[src/rtl/mswled_pkg.sv]
// Package: timing constants and the radio carrier type for the magnet switch, LED and radio timeout block.
// Assumes a single 50 MHz block clock.
package mswled_pkg;
  // ---------------------------------------------------------------
  // Timebase
  // ---------------------------------------------------------------
  localparam int unsigned CLK_HZ = 50_000_000;
  localparam int unsigned TICK_MS = 1;
  localparam int unsigned TICK_CYCLES = CLK_HZ / 1000 * TICK_MS;
  // ---------------------------------------------------------------
  // Durations in milliseconds, counted in ticks
  // ---------------------------------------------------------------
  localparam int unsigned RADIO_WINDOW_MS = 3_600_000;
  localparam int unsigned HOLD_RESET_MS = 10_000;
  localparam int unsigned HOLD_FAST_MS = 3_000;
  localparam int unsigned LED_POWERUP_MS = 2_000;
  localparam int unsigned LED_TAP_MS = 200;
  localparam int unsigned SLOW_HALF_MS = 500;
  localparam int unsigned FAST_HALF_MS = 100;
  localparam int unsigned SOLID_MS = 1_000;
  localparam int unsigned DEBOUNCE_MS = 20;
  localparam int unsigned TIME_W = 22;
  // ---------------------------------------------------------------
  // Carrier
  // ---------------------------------------------------------------
  typedef struct packed {
    logic advertising;
    logic connect_allowed;
    logic access_allowed;
  } mswled_radio_t;
endpackage

[src/rtl/mswled_debounce.sv]
// Debouncer for the reed switch pin.
// Assumes a 1 ms tick pulse from the block timebase.
`timescale 1ns/100ps
`default_nettype none
module mswled_debounce #(
  parameter int unsigned DEB_TICKS = mswled_pkg::DEBOUNCE_MS
) (
  input wire logic i_ref_clk,
  input wire logic i_rst,
  input wire logic i_tick,
  input wire logic i_raw,
  output logic o_level
);
  logic sync_a;
  logic sync_b;
  logic [7:0] cnt;
  wire differs = sync_b != o_level;
  wire settled = cnt >= 8'(DEB_TICKS - 1);

  // ---------------------------------------------------------------
  // Two-stage synchroniser, then accept only a level stable for the interval
  // ---------------------------------------------------------------
  always_ff @(posedge i_ref_clk)
  begin
    if (i_rst)
    begin
      sync_a <= 1'b0;
      sync_b <= 1'b0;
      cnt <= 8'h00;
      o_level <= 1'b0;
    end
    else
    begin
      sync_a <= i_raw;
      sync_b <= sync_a;
      if (!differs)
        cnt <= 8'h00;
      else if (i_tick && settled)
      begin
        o_level <= sync_b;
        cnt <= 8'h00;
      end
      else if (i_tick)
        cnt <= cnt + 8'h01;
    end
  end
endmodule
`default_nettype wire

[src/rtl/mswled_ctrl.sv]
// Top level: radio advertising window, switch tap and hold handling, LED patterns.
// Assumes battery insertion drives i_rst; i_switch_raw is an asynchronous pin.
`timescale 1ns/100ps
`default_nettype none
module mswled_ctrl #(
  parameter int unsigned TICK_CYCLES = mswled_pkg::TICK_CYCLES,
  parameter int unsigned RADIO_MS = mswled_pkg::RADIO_WINDOW_MS,
  parameter int unsigned HOLD_MS = mswled_pkg::HOLD_RESET_MS,
  parameter int unsigned FAST_MS = mswled_pkg::HOLD_FAST_MS,
  parameter int unsigned DEB_MS = mswled_pkg::DEBOUNCE_MS
) (
  input wire logic i_ref_clk,
  input wire logic i_rst,
  input wire logic i_switch_raw,
  input wire logic i_connect_req,
  input wire logic i_connected,
  output var mswled_pkg::mswled_radio_t o_radio,
  output logic o_meas_start,
  output logic o_sensor_reset,
  output logic o_led
);
  typedef enum logic [2:0] {IDLE, HOLD, SOLID, RESET_OUT} mswled_state_t;
  localparam logic [mswled_pkg::TIME_W-1:0] T_ONE = 22'h000001;

  mswled_state_t state;
  mswled_state_t next_state;
  logic [31:0] pre;
  logic tick;
  logic sw;
  logic sw_q;
  logic [mswled_pkg::TIME_W-1:0] radio_left;
  logic [mswled_pkg::TIME_W-1:0] led_left;
  logic [mswled_pkg::TIME_W-1:0] hold_ms;
  logic [mswled_pkg::TIME_W-1:0] phase;
  logic blink;
  logic adv;

  function automatic logic [mswled_pkg::TIME_W-1:0] ms(input int unsigned v);
    return mswled_pkg::TIME_W'(v);
  endfunction

  // ---------------------------------------------------------------
  // Prescaled timebase: one tick per millisecond
  // ---------------------------------------------------------------
  always_ff @(posedge i_ref_clk)
  begin
    if (i_rst)
    begin
      pre <= 32'h0;
      tick <= 1'b0;
    end
    else
    begin
      tick <= pre == 32'(TICK_CYCLES - 1);
      pre <= (pre == 32'(TICK_CYCLES - 1)) ? 32'h0 : pre + 32'h1;
    end
  end

  mswled_debounce #(
    .DEB_TICKS(DEB_MS)
  ) u_deb (
    .i_ref_clk(i_ref_clk),
    .i_rst(i_rst),
    .i_tick(tick),
    .i_raw(i_switch_raw),
    .o_level(sw)
  );

  // Edge and duration decode
  wire press = sw && !sw_q;
  wire release_ev = !sw && sw_q;
  wire held_long = hold_ms >= ms(HOLD_MS);
  wire tap_done = release_ev && state == HOLD;
  wire solid_done = led_left == '0;
  wire fast_zone = hold_ms >= ms(FAST_MS);
  wire [mswled_pkg::TIME_W-1:0] half = fast_zone ? ms(mswled_pkg::FAST_HALF_MS)
                                                 : ms(mswled_pkg::SLOW_HALF_MS);

  // ---------------------------------------------------------------
  // Hold state machine
  // ---------------------------------------------------------------
  always_comb
  begin
    next_state = state;
    case (state)
      IDLE: if (press) next_state = HOLD;
      HOLD:
        if (!sw) next_state = IDLE;
        else if (held_long) next_state = SOLID;
      SOLID: if (solid_done) next_state = RESET_OUT;
      RESET_OUT: next_state = IDLE;
      default: next_state = IDLE;
    endcase
  end

  always_ff @(posedge i_ref_clk)
  begin
    if (i_rst)
    begin
      state <= IDLE;
      sw_q <= 1'b0;
      hold_ms <= '0;
      phase <= '0;
      blink <= 1'b0;
    end
    else
    begin
      state <= next_state;
      sw_q <= sw;
      if (state != HOLD)
        hold_ms <= '0;
      else if (tick)
        hold_ms <= hold_ms + T_ONE;
      if (state != HOLD || !tick)
        phase <= (state != HOLD) ? '0 : phase;
      else if (phase + T_ONE >= half)
      begin
        phase <= '0;
        blink <= !blink;
      end
      else
        phase <= phase + T_ONE;
      if (state != HOLD)
        blink <= 1'b0;
    end
  end

  // ---------------------------------------------------------------
  // Radio window and LED on-time counters
  // ---------------------------------------------------------------
  always_ff @(posedge i_ref_clk)
  begin
    if (i_rst)
    begin
      radio_left <= ms(RADIO_MS);
      led_left <= ms(mswled_pkg::LED_POWERUP_MS);
    end
    else
    begin
      if (press)
        radio_left <= ms(RADIO_MS);
      else if (tick && radio_left != '0)
        radio_left <= radio_left - T_ONE;
      if (press)
        led_left <= ms(mswled_pkg::LED_TAP_MS);
      else if (state == HOLD && held_long)
        led_left <= ms(mswled_pkg::SOLID_MS);
      else if (tick && led_left != '0)
        led_left <= led_left - T_ONE;
    end
  end

  // ---------------------------------------------------------------
  // Outputs
  // ---------------------------------------------------------------
  assign adv = radio_left != '0;
  always_ff @(posedge i_ref_clk)
  begin
    if (i_rst)
    begin
      o_radio <= '0;
      o_meas_start <= 1'b0;
      o_sensor_reset <= 1'b0;
      o_led <= 1'b0;
    end
    else
    begin
      o_radio.advertising <= adv;
      o_radio.connect_allowed <= adv && i_connect_req;
      o_radio.access_allowed <= i_connected && (adv || o_radio.access_allowed);
      o_meas_start <= tap_done && !held_long;
      o_sensor_reset <= state == RESET_OUT;
      case (state)
        HOLD: o_led <= (led_left != '0) || blink;
        SOLID: o_led <= 1'b1;
        default: o_led <= led_left != '0;
      endcase
    end
  end
endmodule
`default_nettype wire

[config.mk]
export PLATFORM = sky130hd
export DESIGN_NAME = mswled_ctrl
export DESIGN_NICKNAME = d
export VERILOG_FILES = /design/src/rtl/mswled_pkg.sv /design/src/rtl/mswled_debounce.sv /design/src/rtl/mswled_ctrl.sv
export SDC_FILE = /design/constraint.sdc
export NUM_CORES = 1
export LEC_CHECK = 0
export BUFFER_PORTS_ARGS = -buffer_cell sky130_fd_sc_hd__buf_2
export CORE_MARGIN = 2
export CORE_UTILIZATION = 58
export DETAILED_ROUTE_END_ITERATION = 16
export PLACE_DENSITY = 0.81
export SETUP_SLACK_MARGIN = 0.02
export SYNTH_ARGS = -nofsm -noshare
export SYNTH_HDL_FRONTEND = slang
export SYNTH_SLANG_ARGS = --single-unit
export TNS_END_PERCENT = 10
[constraint.sdc]
create_clock -name i_ref_clk -period 3.43 [get_ports i_ref_clk]
set_input_delay 0.343 -clock i_ref_clk [delete_from_list [all_inputs] [get_ports i_ref_clk]]
set_output_delay 0.343 -clock i_ref_clk [all_outputs]
set_load 0.03 [all_outputs]
==> implementation parameters, run 1 <==
Parameter                              Value

Setup path
  Required arrival time at the worst endpoint    ~3.8 ns
  Element type at the critical path start    flip-flop
  Worst path slowest cell    sky130_fd_sc_hd__dfxtp_1
  Crit end category    flip-flop
  Worst endpoint data arrival time    between 3 and 4 ns
  Most frequent cell on the critical path    sky130_fd_sc_hd__ha_1
  WP buf/inv    1
  Category of cells accounting for the largest share of critical-path delay    simple AND/OR/NAND/NOR gates
  Worst Path Max Fanout    11
  Worst path cell trace    ha_1, and3_1, nand2_1, and2_1, or2_2, ha_1, nand2b_1, mux2i_1, o311a_1, nor4_1, buf_4, or3_1, a21oi_1
  Largest stage delay on the critical path    around 0.45 ns
  Category of the critical setup timing path    flip-flop to flip-flop
  Reg2reg setup slack    between 0.4 and 0.5 ns

Power
  P per Cell Area    about 490 nW/µm²
  Worst IR drop on VDD    0.5101 mV
  Seq pwr share    0.456
  Internal power    about 2.9 mW
  Share of power burned in the clock network    0.525
  Fraction of power spent switching nets    0.2167
  Logic pwr share    0.019
  NetSw    0.7914 mW
  Cell leakage power    2.572 nW

Synth
  Number of cells produced by synthesis    779
  Post-synthesis async set-or-reset flop share    0
  Syn nets    799
  Share of Yosys cell area claimed by the top area cell type    0.4286
  Number of synthesized flops with an enable pin    0
  Area contributors post-synth    sky130_fd_sc_hd__dfxtp_1 (43%), sky130_fd_sc_hd__xnor2_1 (7.4%), sky130_fd_sc_hd__nor2_1 (6.5%), sky130_fd_sc_hd__xor2_1 (5.0%), sky130_fd_sc_hd__nand2_1 (3.8%)
  Top post-synthesis cells by count    sky130_fd_sc_hd__dfxtp_1 (142), sky130_fd_sc_hd__nor2_1 (114), sky130_fd_sc_hd__nand2_1 (68)
  Syn_area_per_cell    8.514 µm²
  Area of the mapped netlist    6633 µm²
  Count of synthesis-stage warnings from yosys    0
  Fraction of the yosys area taken by sequential cells    0.4286
  Cell with the most instances after synthesis    sky130_fd_sc_hd__dfxtp_1
  Distinct cell type count after synthesis    58
  Synth Register Bits    about 140
  Top_reg_cell synth    sky130_fd_sc_hd__dfxtp_1
  Largest area contributor in the netlist    sky130_fd_sc_hd__dfxtp_1

Finish
  Total number of nets in the final design    a little over 800
  Area growth syn-to-layout    11.64%
  Fraction of the core area covered by cells at the end of the flow    0.6569
  Fraction of layout instances using a drive strength above 1    0.09398
  Final Cell Area    7405 µm²
  Total inserted antenna cells    0

Timing
  Pins Over Slew Limit    0
  Sum Neg Setup Slack    0 ns
  Clock period minus worst slack    2.963 ns
  Max Clk Rate    about 340 MHz
  Setup repair after global routing missed its margin    no
  Portion of the clock cycle consumed by the worst path in the final layout    0.8639
  Endpoints failing hold    0
  Setup skew after layout    0.008064 ns
  Measured slew at the worst slew-check pin    roughly 1.1 ns
  Setup-violating endpoint count in the final report    0
  Normalized max-slew margin    0.2372

Routing
  Met3 wire len    ~370 µm
  Routed vias/inst    between 5 and 6
  Number of DRC violations after detailed-routing iteration 0    around 300
  Overall routed net length    approximately 13 mm
  Routed via count    5,334
  Wirelength per Cell    between 10 and 15 µm
  Max layer used    met4
  Antenna violation net count after detailed routing    0
  Sum of met2 wire segment lengths after detailed routing    approximately 6.3 mm
  Drc violations    0
  Total routed wire length on the met1 layer    6.053 mm
  Pre-antenna DRT Iters    7

Clock tree
  Buffer levels on the longest clock path    2
  Sink count of the clock tree    roughly 140
  Clock tree root driver cell    sky130_fd_sc_hd__clkbuf_16
  Hold-fix buffers at CTS    0
  TritonCTS clock tree    built
  Number of buffers added for setup after CTS    0
  Number of buffers inserted during clock tree synthesis    17
  Clock-pin transition on the worst setup and hold timing paths    approximately 0.060 ns
  Clk_lat worst skew    approximately 0.42 ns
  Htree depth    4
  Cts repair resizes    0

Placed design
  DP Wirelength    8.776 mm
  Count of input and output buffers    10
  Cell Area, Placed    6784 µm²
  Routability congestion estimate    about 0.9

Die
  Core Box Area    roughly 11,000 µm²
  Die area    between 10,000 and 15,000 µm²
  Cell Rows    39
  Height of the chip    110.9 µm
  I/O Pins    11
  Initial core utilization    0.5884
  Die width    about 110 µm

Global routing
  Wire length of the first global-routing pass    between 20 and 25 mm
  Maximum number of pins on one net before global-route repair    33
  Congestion Overflow GR    0
  Total global-route track usage    0.2170
  Antenna violations before repair    0
  Vias in the first global route    about 5,200

Min path
  Path category of the worst min-delay check    input pin to flip-flop

Run
  Max_cap viols    0

Outcome
  Result of the run    finished, final reports clean
-- state kept, by name (all words and copies together), names as in the netlist, 2 cells and up --
register,cells
pre,32
radio_left,22
state,2
u_deb.cnt,8
o_radio,3
led_left,22
phase,22
hold_ms,22
-- cell usage in the layout, fill, tap and decap left out, drive strengths merged, types with 7 or more instances in the layout --
master and n:
nor2b 10, xor2 38, clkbuf 19, nand2b 7, dfxtp 142, nand4 20, inv 27, nand3 39
nor4 26, ha 15, a21oi 24, xnor2 56, or2 9, nor3 33, nand2 68, buf 19
nor2 114, or3 20, and3 22, o21ai 22
-- through the flow --
stage	total power, mW	instances	hold WS [ns]	setup slack [ns]
5_1_grt	3.743	941	0.1267	0.2386
3_5_place_dp	1.770	909	0.4422	0.5319
6_report	3.652	941	0.1393	0.4667
3_3_place_gp	1.768	909	0.4300	0.6441
2_1_floorplan	1.751	779	0.4138	0.6692
4_1_cts	3.671	941	0.1308	0.5055
-- kinds of logic (layout without fill, tap and decap cells) --
logic type | count (synthesis) | in the layout | share of synthesized area
simple gates | 395 | 395 | 0.3071
xor+xnor | 94 | 94 | 0.1241
fa+ha+maj | 15 | 15 | 0.02830
buf+inv | 53 | 72 | 0.03377
mux | 6 | 6 | 0.009055
compound gates | 74 | 74 | 0.06904
flops | 142 | 142 | 0.4286
-- layout make-up --
type | count | area [µm²]
clock buffer | 19 | 442.9
timing repair buffer | 19 | 117.6
tap | 143 | 178.9
sequential | 142 | 2843
fill | 863 | 3867
multi-input combinational | 584 | 3566
inverter | 21 | 78.83
clock inverter | 13 | 177.7
-- path summary, 6_finish.rpt --
path	startpoint	to	cells past startpoint
setup / recovery	phase[0]$_SDFFE_PP0P_	blink$_SDFFE_PP0P_	13
hold / removal	i_connect_req	o_radio[1]$_SDFF_PP0_	2
setup reg to reg	phase[0]$_SDFFE_PP0P_	blink$_SDFFE_PP0P_	13
hold reg to reg	u_deb.sync_a$_SDFF_PP0_	u_deb.sync_b$_SDFF_PP0_	1
-- power by group through the flow --
stage | clock network (mW) | logic [mW] | registers (mW)
final | 1.92 | 0.0702 | 1.66
after global placement | 0 | 0.0679 | 1.70
after floorplan | 0 | 0.0452 | 1.71
after CTS | 1.94 | 0.0706 | 1.66
after detailed placement | 0 | 0.0698 | 1.70
after global routing | 2.00 | 0.0779 | 1.66
-- layer usage --
metal  up-vias  track usage
met2        92       0.3796
met3        19      0.05030
met4         0      0.07250
met5         -            0
li1       2714            -
met1      2509       0.2633
(Power assumes the default switching activity.)
==> inputs of run 2 (changes only) <==
--- a/config.mk
+++ b/config.mk
@@ -7,9 +7,10 @@
 export LEC_CHECK = 0
 export BUFFER_PORTS_ARGS = -buffer_cell sky130_fd_sc_hd__buf_2
 export CORE_MARGIN = 2
-export CORE_UTILIZATION = 58
+export CORE_UTILIZATION = 65
+export CTS_BUF_LIST = sky130_fd_sc_hd__clkbuf_4 sky130_fd_sc_hd__clkbuf_8
 export DETAILED_ROUTE_END_ITERATION = 16
-export PLACE_DENSITY = 0.81
+export PLACE_DENSITY = 0.89
 export SETUP_SLACK_MARGIN = 0.02
 export SYNTH_ARGS = -nofsm -noshare
 export SYNTH_HDL_FRONTEND = slang
==> implementation parameters, run 2 (same netlist as run 1, synthesis figures left out) <==
Parameter                              Value

Global routing
  Wire length of the first global-routing pass    23.19 mm (was 22.65 mm)
  Total global-route track usage    0.2562 (was 0.2170)
  Antenna violations before repair    0 (unchanged)
  Vias in the first global route    5,306 (was 5,221)
  Maximum number of pins on one net before global-route repair    33 (unchanged)
  Congestion Overflow GR    0 (unchanged)

Clock tree
  Clock tree root driver cell    sky130_fd_sc_hd__clkbuf_8 (was sky130_fd_sc_hd__clkbuf_16)
  Hold-fix buffers at CTS    0 (unchanged)
  Cts repair resizes    0 (unchanged)
  TritonCTS clock tree    built (unchanged)
  Clock-pin transition on the worst setup and hold timing paths    0.08 ns (was 0.06 ns)
  Clk_lat worst skew    0.46 ns (was 0.42 ns)
  Sink count of the clock tree    142 (unchanged)
  Number of buffers added for setup after CTS    0 (unchanged)
  Number of buffers inserted during clock tree synthesis    17 (unchanged)
  Htree depth    4 (unchanged)
  Buffer levels on the longest clock path    2 (unchanged)

Timing
  Pins Over Slew Limit    0 (unchanged)
  Normalized max-slew margin    0.2013 (was 0.2372)
  Clock period minus worst slack    3.001 ns (was 2.963 ns)
  Measured slew at the worst slew-check pin    1.196 ns (was 1.142 ns)
  Setup skew after layout    0.01656 ns (was 0.008064 ns)
  Sum Neg Setup Slack    0 ns (unchanged)
  Setup-violating endpoint count in the final report    0 (unchanged)
  Setup repair after global routing missed its margin    no (unchanged)
  Endpoints failing hold    0 (unchanged)
  Portion of the clock cycle consumed by the worst path in the final layout    0.8749 (was 0.8639)
  Max Clk Rate    333.2 MHz (was 337.5 MHz)

Finish
  Top register by number of flip-flops    pre (unchanged)
  Total inserted antenna cells    0 (unchanged)
  Area growth syn-to-layout    8.263% (was 11.64%)
  Fraction of the core area covered by cells at the end of the flow    0.7313 (was 0.6569)
  Total number of nets in the final design    805 (unchanged)
  Final cell count without fillers    931 (was 941)
  Most used cells in the layout excluding fill and tap cells    sky130_fd_sc_hd__dfxtp_1 (142), sky130_fd_sc_hd__nor2_1 (114), sky130_fd_sc_hd__nand2_1 (68) (unchanged)
  Largest register FFs    32 (unchanged)
  Fraction of layout instances using a drive strength above 1    0.09524 (was 0.09398)
  Commonest non-fill, non-tap cell in the layout    sky130_fd_sc_hd__dfxtp_1 (unchanged)

Placed design
  Number of placed cells counting well taps    899 (was 909)
  DP Wirelength    9.031 mm (was 8.776 mm)
  Routability congestion estimate    0.8857 (was 0.8797)
  Count of input and output buffers    10 (unchanged)

Setup path
  Worst path cell trace    ha_1, and3_1, nand2_1, and2_1, or2_2, ha_1, nand2b_1, mux2i_1, o311a_1, nor4_1, buf_4, nand3_1, o21ai_0 (was ha_1, and3_1, nand2_1, and2_1, or2_2, ha_1, nand2b_1, mux2i_1, o311a_1, nor4_1, buf_4, or3_1, a21oi_1)
  Required arrival time at the worst endpoint    3.80 ns (was 3.78 ns)
  Largest stage delay on the critical path    0.48 ns (was 0.45 ns)
  Crit end category    flip-flop (unchanged)
  Worst endpoint data arrival time    3.37 ns (was 3.31 ns)
  Worst path slowest cell    sky130_fd_sc_hd__dfxtp_1 (unchanged)
  Most frequent cell on the critical path    sky130_fd_sc_hd__ha_1 (unchanged)
  Worst Path Max Fanout    11 (unchanged)
  Element type at the critical path start    flip-flop (unchanged)
  Category of the critical setup timing path    flip-flop to flip-flop (unchanged)

Power
  Cell leakage power    2.473 nW (was 2.572 nW)
  P per Cell Area    433.4 nW/µm² (was 493.2 nW/µm²)
  Fraction of power spent switching nets    0.2460 (was 0.2167)
  Seq pwr share    0.534 (was 0.456)
  Tot Pwr    3.112 mW (was 3.652 mW)
  Logic pwr share    0.023 (was 0.019)
  Worst IR drop on VDD    0.3765 mV (was 0.5101 mV)
  Internal power    2.346 mW (was 2.861 mW)
  Share of power burned in the clock network    0.443 (was 0.525)
  NetSw    0.7654 mW (was 0.7914 mW)

Routing
  Wirelength per Cell    14.36 µm (was 13.75 µm)
  Number of DRC violations after detailed-routing iteration 0    303 (was 301)
  Routed via count    5,466 (was 5,334)
  Overall routed net length    13.37 mm (was 12.94 mm)
  Pre-antenna DRT Iters    5 (was 7)
  Antenna violation net count after detailed routing    0 (unchanged)
  Drc violations    0 (unchanged)
  Routed vias/inst    5.871 (was 5.668)

Die
  Die area    11,030 µm² (was 12,310 µm²)
  Cell Rows    36 (was 39)
  Height of the chip    105.0 µm (was 110.9 µm)
  I/O Pins    11 (unchanged)
  Die width    105.0 µm (was 110.9 µm)
  Core Box Area    9819 µm² (was 11,270 µm²)
  Initial core utilization    0.6755 (was 0.5884)

Run
  Max_cap viols    0 (unchanged)

Min path
  Path category of the worst min-delay check    input pin to flip-flop (unchanged)

Outcome
  Result of the run    finished, final reports clean (unchanged)
[run 2: cell count changes in the layout (fill, tap and decap cells not counted), sizes merged]
| cell | previous run | this run |
|---|---|---|
| inv | 27 | 29 |
| clkinvlp | 1 | 2 |
| clkbuf | 19 | 17 |
| bufinv | 3 | 2 |
[run 2: cell type report]
cell class                      instances  area [µm²]
Multi-Input combinational cell        584        3566
Sequential cell                       142        2843
Fill cell                             728        2639
Clock buffer                           17       234.0
Clock inverter                         15       175.2
Tap cell                              133       166.4
Timing Repair Buffer                   19       117.6
Inverter                               21       78.83
[run 2: power by group through the flow]
stage / Clock [mW] / Sequential (mW) / Combinational, mW
after floorplan: 0 / 1.71 / 0.0452
after global placement: 0 / 1.70 / 0.0670
after detailed placement: 0 / 1.70 / 0.0700
after CTS: 1.40 / 1.66 / 0.0701
after global routing: 1.48 / 1.66 / 0.0777
final: 1.38 / 1.66 / 0.0705
[run 2: final timing paths]
check / to / slack (ns) / startpoint / depth (start not counted)
setup / recovery: phase[1]$_SDFFE_PP0P_ / 0.43 / phase[0]$_SDFFE_PP0P_ / 13
hold / removal: o_radio[1]$_SDFF_PP0_ / 0.08 / i_connect_req / 2
setup reg to reg: phase[1]$_SDFFE_PP0P_ / 0.43 / phase[0]$_SDFFE_PP0P_ / 13
hold reg to reg: u_deb.sync_b$_SDFF_PP0_ / 0.45 / u_deb.sync_a$_SDFF_PP0_ / 1
[run 2: through the flow]
stage	cell area (µm²)	hold slack, ns	setup WS, ns
after floorplan	6633	0.4138	0.6692
after global placement	6771	0.4248	0.6191
after detailed placement	6771	0.4311	0.4782
after CTS	7181	0.06317	0.4487
after global routing	7181	0.07328	0.2431
final	7181	0.08030	0.4292
[run 2: metal layers]
layer	wire length, µm	vias to the layer above	global-route usage
met2	6783	119	0.4425
met1	5854	2617	0.3017
met5	0	-	0
met4	215	0	0.09714
li1	-	2706	-
met3	512	24	0.07112
[run 2: worst max-delay path: cells and delay by family (launching register included)]
kind | cells | cell delay (ns)
AO/OA/AOI/OAI | 2 | 0.34
adder cells (fa/ha/maj) | 2 | 0.58
buffers and inverters | 1 | 0.23
flip-flops | 1 | 0.48
multiplexers | 1 | 0.07
AND/OR/NAND/NOR | 7 | 1.22
